<file path="src/design/scict_pkg.sv">
// scict_pkg: constants and carriers for the serial control-two block
// assumes: 20 MHz system clock, avalon-mm register slave with 32-bit data
package scict_pkg;
  // register byte addresses (word aligned)
  localparam logic [3:0] SCICT_OFF_CTRL2 = 4'h0;
  localparam logic [3:0] SCICT_OFF_CTRL1 = 4'h4;
  localparam logic [3:0] SCICT_OFF_STAT = 4'h8;
  localparam logic [3:0] SCICT_OFF_EVT = 4'hc;
  // control-two bit positions
  localparam int SCICT_B_TX_EMPTY_IE = 7;
  localparam int SCICT_B_TX_DONE_IE = 6;
  localparam int SCICT_B_RX_IE = 5;
  localparam int SCICT_B_QUIET_IE = 4;
  localparam int SCICT_B_XMIT_ON = 3;
  localparam int SCICT_B_RCV_ON = 2;
  localparam int SCICT_B_MUTE = 1;
  localparam int SCICT_B_BREAK = 0;
  // control-one: wake method select position
  localparam int SCICT_B_WAKE_SEL = 3;
  // status bit positions
  localparam int SCICT_S_TXE = 7;
  localparam int SCICT_S_TXD = 6;
  localparam int SCICT_S_RXF = 5;
  localparam int SCICT_S_IDLE = 4;
  localparam int SCICT_S_OVR = 3;
  // reset values
  localparam logic [7:0] SCICT_CTRL2_RST = 8'h00;
  localparam logic [7:0] SCICT_CTRL1_RST = 8'h00;
  localparam logic [3:0] SCICT_EVT_RST = 4'h0;
  // bit timing
  localparam int SCICT_CLK_HZ = 20000000;
  localparam int SCICT_BAUD = 9600;
  localparam int SCICT_BIT_CYC = SCICT_CLK_HZ / SCICT_BAUD;
  localparam int SCICT_FRAME_BITS = 10;
  localparam int SCICT_IDLE_RX_BITS = 10;
  localparam logic [11:0] SCICT_BIT_LAST = 12'(SCICT_BIT_CYC - 1);
  localparam logic [3:0] SCICT_FRAME_LAST = 4'(SCICT_FRAME_BITS - 1);

  typedef struct packed {
    logic tx_empty_irq_en;
    logic tx_done_irq_en;
    logic rx_irq_en;
    logic quiet_line_irq_en;
    logic xmit_on;
    logic rcv_on;
    logic mute_request;
    logic break_send;
  } scict_ctrl_t;

  typedef struct packed {
    logic tx_buffer_empty_flag;
    logic tx_done_flag;
    logic rx_full_flag;
    logic idle_flag;
    logic overrun_flag;
  } scict_stat_t;

  typedef enum logic [1:0] {SCICT_TX_OFF, SCICT_TX_DELAY, SCICT_TX_IDLE, SCICT_TX_SEND} scict_txst_t;
endpackage : scict_pkg

</file>
<file path="src/design/scict_rx_watch.sv">
// scict_rx_watch: watches the synchronised rx line for idle and wake events
// assumes: i_rx is already synchronised; simple start-bit detector only
`timescale 1ns/1ps
module scict_rx_watch
  import scict_pkg::*;
(
  input wire logic i_clk_sys, // system clock
  input wire logic i_sys_rst, // sync reset, high
  input wire logic i_rcv_on, // receiver enabled
  input wire logic i_rx, // synchronised rx line
  output logic o_start, // pulse: start bit seen
  output logic o_idle // pulse: idle frame seen after data
);
  logic rx_d_reg;
  logic [15:0] quiet_cnt_reg;
  logic seen_data_reg;
  localparam logic [15:0] IDLE_CYC = 16'(SCICT_BIT_CYC * SCICT_IDLE_RX_BITS);

  // falling edge of line starts a search hit only while enabled
  always_ff @(posedge i_clk_sys) begin
    if (i_sys_rst) begin
      rx_d_reg <= 1'b1;
      o_start <= 1'b0;
    end else begin
      rx_d_reg <= i_rx;
      o_start <= i_rcv_on & rx_d_reg & ~i_rx;
    end
  end

  // idle detection only armed once some data was seen
  always_ff @(posedge i_clk_sys) begin
    if (i_sys_rst || !i_rcv_on) begin
      quiet_cnt_reg <= 16'h0000;
      seen_data_reg <= 1'b0;
      o_idle <= 1'b0;
    end else begin
      o_idle <= 1'b0;
      if (!i_rx) begin
        quiet_cnt_reg <= 16'h0000;
        seen_data_reg <= 1'b1;
      end else if (seen_data_reg) begin
        if (quiet_cnt_reg == IDLE_CYC - 16'h0001) begin
          o_idle <= 1'b1;
          seen_data_reg <= 1'b0;
          quiet_cnt_reg <= 16'h0000;
        end else begin
          quiet_cnt_reg <= quiet_cnt_reg + 16'h0001;
        end
      end
    end
  end
endmodule : scict_rx_watch

</file>
<file path="src/design/scict_sync.sv">
// scict_sync: two-flop synchroniser for the serial receive pin
// assumes: input is asynchronous to i_clk_sys
`timescale 1ns/1ps
module scict_sync
  import scict_pkg::*;
(
  input wire logic i_clk_sys, // system clock
  input wire logic i_sys_rst, // sync reset, high
  input wire logic i_async, // raw pin
  output logic o_sync // synchronised level
);
  logic meta_reg;
  // line idles high, so reset to mark
  always_ff @(posedge i_clk_sys) begin
    if (i_sys_rst) begin
      meta_reg <= 1'b1;
      o_sync <= 1'b1;
    end else begin
      meta_reg <= i_async;
      o_sync <= meta_reg;
    end
  end
endmodule : scict_sync

</file>
<file path="src/design/scict_top.sv">
// scict_top: serial control-two register, interrupt gating, tx enable/break/preamble
// assumes: avalon-mm master on i_clk_sys; status flags come from same-clock logic
//
// Decided for this implementation: register access over Avalon-MM and the address map.
`timescale 1ns/1ps
module scict_top
  import scict_pkg::*;
(
  input wire logic i_clk_sys, // system clock, 20 MHz
  input wire logic i_sys_rst, // sync reset, high
  input wire logic [3:0] i_avs_address, // byte address
  input wire logic i_avs_read, // read request
  input wire logic i_avs_write, // write request
  input wire logic [31:0] i_avs_writedata, // write data
  input wire logic [3:0] i_avs_byteenable, // byte lanes
  output logic [31:0] o_avs_readdata, // read data
  output logic o_avs_waitrequest, // stall
  input wire scict_stat_t i_stat, // status flags, same clock
  input wire logic i_addr_mark, // pulse: address-mark wake seen
  input wire logic i_rx_pin, // raw rx pin
  output logic o_irq, // serial interrupt, level
  output logic o_tx_pin, // tx line level
  output logic o_tx_oe, // tx pin owned by serial block
  output logic o_rcv_active, // receiver on and not muted
  output logic o_tx_active // transmitter may shift data
);
  scict_ctrl_t ctrl_reg;
  logic [7:0] ctrl1_reg;
  logic [3:0] evt_reg;
  logic [3:0] evt_mask_reg;
  logic ack_reg;
  logic rx_sync;
  logic rx_start;
  logic rx_idle;
  logic ever_on_reg;
  logic preamble_req_reg;
  scict_txst_t tx_st_reg;
  logic [11:0] bit_cnt_reg;
  logic [3:0] frame_cnt_reg;
  logic brk_frame_reg;
  logic pre_frame_reg;
  logic [4:0] stat_d_reg;
  logic [3:0] evt_set;
  logic wr_hit;
  logic word_end;
  logic bit_tick;

  function automatic logic [7:0] merge_byte(input logic [7:0] old_v, input logic [31:0] wd, input logic [3:0] be);
    merge_byte = be[0] ? wd[7:0] : old_v;
  endfunction : merge_byte

  scict_sync u_sync (
    .i_clk_sys(i_clk_sys),
    .i_sys_rst(i_sys_rst),
    .i_async(i_rx_pin),
    .o_sync(rx_sync)
  );

  scict_rx_watch u_watch (
    .i_clk_sys(i_clk_sys),
    .i_sys_rst(i_sys_rst),
    .i_rcv_on(ctrl_reg.rcv_on),
    .i_rx(rx_sync),
    .o_start(rx_start),
    .o_idle(rx_idle)
  );

  // one wait cycle per access; answer on the second edge
  always_ff @(posedge i_clk_sys) begin
    if (i_sys_rst) begin
      ack_reg <= 1'b0;
    end else begin
      ack_reg <= (i_avs_read | i_avs_write) & ~ack_reg;
    end
  end
  assign wr_hit = i_avs_write & ack_reg;

  always_ff @(posedge i_clk_sys) begin
    if (i_sys_rst) begin
      o_avs_waitrequest <= 1'b1;
    end else begin
      o_avs_waitrequest <= ~((i_avs_read | i_avs_write) & ~ack_reg);
    end
  end

  // read mux registered so data stands at the waitrequest-low edge
  always_ff @(posedge i_clk_sys) begin
    if (i_sys_rst) begin
      o_avs_readdata <= 32'h0000_0000;
    end else begin
      case (i_avs_address)
        SCICT_OFF_CTRL2: o_avs_readdata <= {24'h000000, ctrl_reg};
        SCICT_OFF_CTRL1: o_avs_readdata <= {24'h000000, ctrl1_reg};
        SCICT_OFF_STAT: o_avs_readdata <= {24'h000000, i_stat, 3'h0};
        SCICT_OFF_EVT: o_avs_readdata <= {20'h00000, evt_mask_reg, 4'h0, evt_reg};
        default: o_avs_readdata <= 32'h0000_0000;
      endcase
    end
  end

  // control-two: software writes; hardware clears mute on wake
  always_ff @(posedge i_clk_sys) begin
    if (i_sys_rst) begin
      ctrl_reg <= SCICT_CTRL2_RST;
    end else begin
      if (wr_hit && i_avs_address == SCICT_OFF_CTRL2) begin
        ctrl_reg <= merge_byte(ctrl_reg, i_avs_writedata, i_avs_byteenable);
      end
      // wake clears mute; a software write in the same cycle loses
      if (ctrl_reg.mute_request &&
          ((!ctrl1_reg[SCICT_B_WAKE_SEL] && rx_idle) || (ctrl1_reg[SCICT_B_WAKE_SEL] && i_addr_mark))) begin
        ctrl_reg.mute_request <= 1'b0;
      end
    end
  end

  // control-one copy: only the wake select is used here
  always_ff @(posedge i_clk_sys) begin
    if (i_sys_rst) begin
      ctrl1_reg <= SCICT_CTRL1_RST;
    end else if (wr_hit && i_avs_address == SCICT_OFF_CTRL1) begin
      ctrl1_reg <= merge_byte(ctrl1_reg, i_avs_writedata, i_avs_byteenable);
    end
  end

  // rising edges of the ungated status flags set sticky events
  always_ff @(posedge i_clk_sys) begin
    if (i_sys_rst) begin
      stat_d_reg <= 5'h00;
    end else begin
      stat_d_reg <= i_stat;
    end
  end
  assign evt_set = {i_stat.tx_buffer_empty_flag & ~stat_d_reg[4],
                    i_stat.tx_done_flag & ~stat_d_reg[3],
                    (i_stat.rx_full_flag & ~stat_d_reg[2]) | (i_stat.overrun_flag & ~stat_d_reg[0]),
                    i_stat.idle_flag & ~stat_d_reg[1]};

  // sticky events, write one to clear; a new set wins over the clear
  always_ff @(posedge i_clk_sys) begin
    if (i_sys_rst) begin
      evt_reg <= SCICT_EVT_RST;
      evt_mask_reg <= SCICT_EVT_RST;
    end else begin
      if (wr_hit && i_avs_address == SCICT_OFF_EVT) begin
        // only lane 0 carries clear bits, so a mask-only write keeps pending events
        if (i_avs_byteenable[0]) begin
          evt_reg <= (evt_reg & ~i_avs_writedata[3:0]) | evt_set;
        end else begin
          evt_reg <= evt_reg | evt_set;
        end
        if (i_avs_byteenable[1]) begin
          evt_mask_reg <= i_avs_writedata[11:8];
        end
      end else begin
        evt_reg <= evt_reg | evt_set;
      end
    end
  end

  // level interrupt follows live flags gated by enables, plus unmasked events
  always_ff @(posedge i_clk_sys) begin
    if (i_sys_rst) begin
      o_irq <= 1'b0;
    end else begin
      o_irq <= (ctrl_reg.tx_empty_irq_en & i_stat.tx_buffer_empty_flag)
             | (ctrl_reg.tx_done_irq_en & i_stat.tx_done_flag)
             | (ctrl_reg.rx_irq_en & (i_stat.overrun_flag | i_stat.rx_full_flag))
             | (ctrl_reg.quiet_line_irq_en & i_stat.idle_flag)
             | (|(evt_reg & evt_mask_reg));
    end
  end

  // remembers whether the transmitter was ever on, for pin ownership
  always_ff @(posedge i_clk_sys) begin
    if (i_sys_rst) begin
      ever_on_reg <= 1'b0;
    end else if (ctrl_reg.xmit_on) begin
      ever_on_reg <= 1'b1;
    end
  end

  // pin released only when both enables clear, or never enabled
  always_ff @(posedge i_clk_sys) begin
    if (i_sys_rst) begin
      o_tx_oe <= 1'b0;
    end else begin
      o_tx_oe <= ever_on_reg & (ctrl_reg.xmit_on | ctrl_reg.rcv_on);
    end
  end

  // receiver live only while enabled and not muted
  always_ff @(posedge i_clk_sys) begin
    if (i_sys_rst) begin
      o_rcv_active <= 1'b0;
    end else begin
      o_rcv_active <= ctrl_reg.rcv_on & ~ctrl_reg.mute_request;
    end
  end

  // bit and frame counters pace delay, preamble and break frames
  assign bit_tick = (bit_cnt_reg == SCICT_BIT_LAST);
  assign word_end = bit_tick && (frame_cnt_reg == SCICT_FRAME_LAST);
  always_ff @(posedge i_clk_sys) begin
    if (i_sys_rst || tx_st_reg == SCICT_TX_OFF || tx_st_reg == SCICT_TX_IDLE) begin
      bit_cnt_reg <= 12'h000;
      frame_cnt_reg <= 4'h0;
    end else if (bit_tick) begin
      bit_cnt_reg <= 12'h000;
      frame_cnt_reg <= (frame_cnt_reg == SCICT_FRAME_LAST) ? 4'h0 : frame_cnt_reg + 4'h1;
    end else begin
      bit_cnt_reg <= bit_cnt_reg + 12'h001;
    end
  end

  // an enable pulse during a word queues one preamble after it
  always_ff @(posedge i_clk_sys) begin
    if (i_sys_rst) begin
      preamble_req_reg <= 1'b0;
    end else if (tx_st_reg == SCICT_TX_SEND && !ctrl_reg.xmit_on) begin
      preamble_req_reg <= 1'b1;
    end else if (tx_st_reg == SCICT_TX_IDLE) begin
      preamble_req_reg <= 1'b0; // consumed as the idle frame starts, or dropped if turned off
    end
  end

  // preamble frame flag: the line stays marking and no data word is shifted
  always_ff @(posedge i_clk_sys) begin
    if (i_sys_rst) begin
      pre_frame_reg <= 1'b0;
    end else if (tx_st_reg == SCICT_TX_IDLE) begin
      pre_frame_reg <= preamble_req_reg & ~ctrl_reg.break_send;
    end
  end

  // tx sequencer: delay one bit after enable, then shift/idle frames
  always_ff @(posedge i_clk_sys) begin
    if (i_sys_rst) begin
      tx_st_reg <= SCICT_TX_OFF;
      brk_frame_reg <= 1'b0;
    end else begin
      case (tx_st_reg)
        SCICT_TX_OFF: begin
          if (ctrl_reg.xmit_on) begin
            tx_st_reg <= SCICT_TX_DELAY;
          end
        end
        SCICT_TX_DELAY: begin
          if (bit_tick) begin
            tx_st_reg <= SCICT_TX_IDLE;
          end
        end
        SCICT_TX_IDLE: begin
          if (!ctrl_reg.xmit_on) begin
            tx_st_reg <= SCICT_TX_OFF;
          end else if (ctrl_reg.break_send || preamble_req_reg || i_stat.tx_buffer_empty_flag == 1'b0) begin
            brk_frame_reg <= ctrl_reg.break_send;
            tx_st_reg <= SCICT_TX_SEND;
          end
        end
        SCICT_TX_SEND: begin
          // the current word always finishes, even if disabled
          if (word_end) begin
            brk_frame_reg <= 1'b0;
            tx_st_reg <= (ctrl_reg.xmit_on && preamble_req_reg) ? SCICT_TX_DELAY : SCICT_TX_IDLE;
          end
        end
        default: tx_st_reg <= SCICT_TX_OFF;
      endcase
    end
  end

  // line level: zeros through a break frame, marking otherwise
  always_ff @(posedge i_clk_sys) begin
    if (i_sys_rst) begin
      o_tx_pin <= 1'b1;
    end else begin
      o_tx_pin <= ~(tx_st_reg == SCICT_TX_SEND && brk_frame_reg);
    end
  end

  // data frames only; break and preamble frames carry no word
  always_ff @(posedge i_clk_sys) begin
    if (i_sys_rst) begin
      o_tx_active <= 1'b0;
    end else begin
      o_tx_active <= (tx_st_reg == SCICT_TX_SEND) && !brk_frame_reg && !pre_frame_reg;
    end
  end
endmodule : scict_top

</file>
<file path="config.mk">
export PLATFORM = sky130hd
export DESIGN_NAME = scict_top
export DESIGN_NICKNAME = d
export VERILOG_FILES = /design/src/design/scict_pkg.sv /design/src/design/scict_rx_watch.sv /design/src/design/scict_sync.sv /design/src/design/scict_top.sv
export SDC_FILE = /design/constraint.sdc
export NUM_CORES = 1
export LEC_CHECK = 0
export BUFFER_PORTS_ARGS = -buffer_cell sky130_fd_sc_hd__buf_2
export CELL_PAD_IN_SITES_DETAIL_PLACEMENT = 1
export CELL_PAD_IN_SITES_GLOBAL_PLACEMENT = 1
export CORE_MARGIN = 5
export CORE_UTILIZATION = 37
export CTS_CLUSTER_DIAMETER = 50
export DETAILED_ROUTE_END_ITERATION = 12
export PLACE_DENSITY_LB_ADDON = 0.1
export SLEW_MARGIN = 10
export SYNTH_ARGS = -nofsm -noshare
export SYNTH_HDL_FRONTEND = slang
export SYNTH_HIERARCHICAL = 1
export SYNTH_SLANG_ARGS = --single-unit
export TNS_END_PERCENT = 1
</file>
<file path="constraint.sdc">
create_clock -name i_clk_sys -period 1.5 [get_ports i_clk_sys]
set_clock_uncertainty 0.05 [all_clocks]
set_input_delay 0.225 -clock i_clk_sys [delete_from_list [all_inputs] [get_ports i_clk_sys]]
set_output_delay 0.225 -clock i_clk_sys [all_outputs]
set_load 0.01 [all_outputs]
</file>
Yosys cells after proc, flatten, opt, wreduce, memory -nomap -nowiden:

Cells that the tools add are included.

* register bits after elaboration: 110
* output and inout bits: 38
* input port bits: 51

* bitwise logic cells: 40
* add/sub/neg operators: 3
* reductions and logical operators: 37
* mux-type cells: 22
* equality and inequality tests: 15

Operators by type and width (number)
* $pmux W12 S4: 1
* $add A16 B1 Y16 const B: 1
* $eq A16 B15 Y1 const B: 1
* $mux W16: 1
* $and A1 B1 Y1: 14
* $not A1 Y1: 13
* $add A12 B1 Y12 const B: 1
* $eq A12 B12 Y1 const B: 1
* $eq A4 B4 Y1 const B: 3
* $logic_and A1 B1 Y1: 12
* $mux W2: 6
* $mux W4: 3
* $mux W1: 9
* $and A4 B4 Y4: 2
* $ne A2 B2 Y1 const B: 4
* $or A1 B1 Y1: 8
* $or A4 B4 Y4: 2
* $pmux W2 S4: 1
* $reduce_and A4 Y1: 2
* $logic_or A1 B1 Y1: 6
* $reduce_and A2 Y1: 3
* $reduce_or A2 Y1: 3
* $logic_not A1 Y1: 5
* $add A4 B1 Y4 const B: 1
* 12 further kinds: 14

Logic depth before layout (Yosys ltp):

* depth after elaboration: 6
* gate-level depth with buffers: 7
* mapped depth without buffers: 6

By module:

Netlist, hierarchy kept.

By module, submodules not included
* scict_top: times used 1, area an instance 2975.4 µm², cells each 320
* scict_rx_watch: times used 1, area an instance 968.4 µm², cells each 99
* scict_sync: times used 1, area an instance 52.6 µm², cells each 4

Worst setup path before layout:

Ideal clock, no wire load.

* path kind: reg-to-reg
* from: register u_watch.quiet_cnt_reg[0]
* to: register u_watch.quiet_cnt_reg[7]
* stages on the path, launching flop included: 7
* period minus slack after synthesis: 1485 ps
* library setup time: 115 ps
* arrival time: 1319 ps
* setup slack: 15 ps
* data required time: 1335 ps
* path buffers: 1
* path through: dfxtp_1 -> ha_1 -> and4bb_1 -> nand4_2 -> o21ai_4 -> buf_6 -> nor2_2

* word-level cells in the longest chain between the ends: 2
* elaborated cells between the ends (all ways): 3
* those cells by class: add/sub (1); eq/ne (1); mux (1)

Ends and longest elaborated chain
* start, declared: RTL line scict_rx_watch.sv:15 `logic [15:0] quiet_cnt_reg;`
* start signal, assigned: RTL line scict_rx_watch.sv:47 `quiet_cnt_reg <= quiet_cnt_reg + 16'h0001;`
* $add A16 B1 Y16 / $eq A16 B15 Y1 (equally long branches): RTL line scict_rx_watch.sv:47, scict_rx_watch.sv:42
* $mux W16 *: RTL line scict_rx_watch.sv:42 `if (quiet_cnt_reg == IDLE_CYC - 16'h0001) begin`

Mark *: on every way between the ends. The rest lies on a longest branch, timed or not.
A chain may end at the register's enable or synchronous reset.

Final worst setup path:

* from: register bit_cnt_reg[0]
* to: register frame_cnt_reg[2]

* word-level cells in the longest chain between the ends: 1

Ends and longest elaborated chain
* start, declared: RTL line scict_top.sv:38 `logic [11:0] bit_cnt_reg;`
* start signal, assigned: RTL line scict_top.sv:212 `bit_cnt_reg <= bit_cnt_reg + 12'h001;`
* $eq A12 B12 Y1: RTL line scict_top.sv:202 `assign bit_tick = (bit_cnt_reg == SCICT_BIT_LAST);`
* end signal, assigned: RTL line scict_top.sv:210 `frame_cnt_reg <= (frame_cnt_reg == SCICT_FRAME_LAST) ? 4'h0 : frame_cnt_reg + 4'h1;`
* end, declared: RTL line scict_top.sv:39 `logic [3:0] frame_cnt_reg;`

Every way passes these cells.

==> key figures <==
Critical path
  – Buf+Inv Stages, Crit Path: 1
  – Critical Path Max Stage Delay: 330 ps
  – Critical path type: flip-flop to flip-flop
  – Critical Path End Type: flip-flop
  – Slowest cell on crit path: or3_1
  – Worst path required time: 1750 ps
  – R2R depth: 6
  – CP delay by family, top: simple AND/OR/NAND/NOR gates
  – Crit-path max FO: 3
  – FF-to-FF End: frame_cnt_reg[2]
  – FF-to-FF setup slack: -10 ps
  – Startpoint Class: flip-flop
  – Worst path cell trace: inv_1, ha_1, and4bb_2, nand4_4, or3_1, a21oi_1
  – RR Startpoint: bit_cnt_reg[0]
  – Worst Path Arrival: 1770 ps

Drt
  – Pre-antenna DRT Iters: 5
  – Routed WL per cell: 14.3 microns
  – Drt drc: 0
  – Antenna Nets Post-Route: 0
  – Routed WL: 9110 microns
  – Vias per cell: 4.85
  – Initial drt markers: 102
  – Via count: 3096

STA
  – Fin Setup TNS: -18.8 ps
  – Final Cycle Share: 101%
  – Highest clock rate: 660 MHz
  – Final worst slack: -14.4 ps
  – Final hold violations: 0
  – Final setup vio count: 2
  – RSZ-0062 raised after global routing: yes
  – Final slew viol count: 0
  – Min Tclk post-route: 1510 ps

Worst hold path
  – Worst Hold Class: input pin to flip-flop
  – Hold depth: 2
  – Hold Path Origin: i_avs_read
  – Worst hold endpoint: o_avs_waitrequest

Yosys
  – Syn Inst Count: 419
  – Mapped cell area: 3940 sq um
  – Syn_area_per_cell: 9.41 sq um
  – Yosys warning total: 6

Layout
  – Layout cells sized above 1: 27.8%
  – ANT cells: 0
  – Commonest non-fill, non-tap cell in the layout: dfxtp_1
  – Final nets: 553
  – Final Util: 46.2%
  – Most frequent cells in the layout: 86 x dfxtp_1, 61 x nor2_1, 46 x buf_2
  – Synth-to-Final Area Change: 21.5%
  – Max FFs per register: 16

Clocking
  – CTS H-tree lvls: 3
  – Worst-skew pair later-pin latency: 370 ps
  – Clk buf depth: 2
  – CTS sink cnt: 90
  – Clock Pin Slew Worst Setup and Hold Paths: 90 ps
  – Root buffer cell: clkbuf_8
  – CTS tree: yes
  – Total CTS buffers: 9

Global routing
  – Vias in the first global route: 3201
  – First-pass GRT wire length: 15300 microns
  – Global Route Usage Sum: 14.7%
  – Global route overflow: 0
  – Largest net degree at the start of global routing: 24
  – Initial antenna violation count: 0

Floorplan
  – Chip width: 113 microns
  – Core area: 10400 sq um
  – I/O Pins: 89
  – Initial Util: 38.0%
  – Die height: 113 microns
  – # rows: 37
  – Die area: 12800 sq um

Power and ir drop
  – Leakage: 1.90 nW
  – Worst VDD drop: 0.506 mV
  – Power per cell area: 908 nW/um^2

Place
  – Buffers on Ports: 46
  – Placer Congestion: 0.785
  – DP Wirelength: 6880 microns

Status
  – Status: complete, but fails checks
  – Failing checks: setup timing

Job
  – Max-cap violations: 0
power by group:
part / leakage [nW] / internal (mW) / switching, mW
sequential: 0.731 / 2.42 / 0.0160
combinational: 1.07 / 0.0838 / 0.125
clock: 0.0995 / 0.829 / 0.883
total: 1.90 / 3.33 / 1.02
per-layer routing:
| layer | track usage [%] | up-vias | wire length, microns |
|---|---|---|---|
| met5 | 0 | - | 0 |
| met4 | 6.41 | 0 | 156 |
| met3 | 2.62 | 9 | 332 |
| met2 | 24.1 | 48 | 4330 |
| met1 | 19.1 | 1483 | 4290 |
| li1 | - | 1556 | - |
worst max-delay path by stage:
| stage | from | endpoint | cells after the start |
|---|---|---|---|
| after floorplan | u_watch/quiet_cnt_reg[0] | u_watch/quiet_cnt_reg[7] | 6 |
| after global placement | u_watch/quiet_cnt_reg[0] | u_watch/quiet_cnt_reg[14] | 5 |
| after detailed placement | u_watch/quiet_cnt_reg[0] | u_watch/quiet_cnt_reg[14] | 5 |
| after CTS | bit_cnt_reg[0] | frame_cnt_reg[1] | 6 |
| after global routing | bit_cnt_reg[0] | frame_cnt_reg[2] | 6 |
| final | bit_cnt_reg[0] | frame_cnt_reg[2] | 6 |
per-stage QoR:
| step | cell area (sq um) | hold slack (ps) | setup slack, ps | power [mW] | cells |
|---|---|---|---|---|---|
| 5_1_grt | 4790 | 32.7 | -97.8 | 4.58 | 639 |
| 3_3_place_gp | 4480 | 341 | -33.4 | 2.69 | 620 |
| 3_5_place_dp | 4480 | 351 | -79.6 | 2.69 | 620 |
| 6_report | 4790 | 34.5 | -14.4 | 4.35 | 639 |
| 2_1_floorplan | 4010 | 272 | 15.4 | 2.63 | 438 |
| 4_1_cts | 4720 | 9.49 | -27.8 | 4.44 | 638 |
cell type report:
cell class / instances / area [sq um]
Fill cell: 1236 / 5580
Multi-Input combinational cell: 298 / 1990
Sequential cell: 90 / 1810
Timing Repair Buffer: 83 / 552
Tap cell: 136 / 170
Clock buffer: 10 / 138
Clock inverter: 6 / 71.3
Inverter: 16 / 60.1
timing repair:
item                                   CTS  global route
buffers inserted                         1             1
resized for setup                        4            14
pin swaps                                2             5
hold buffers                             1             0
setup endpoints to repair               20            30
endpoints found under the hold margin    1             0
No activity file was read; power rests on OpenSTA's default activity.
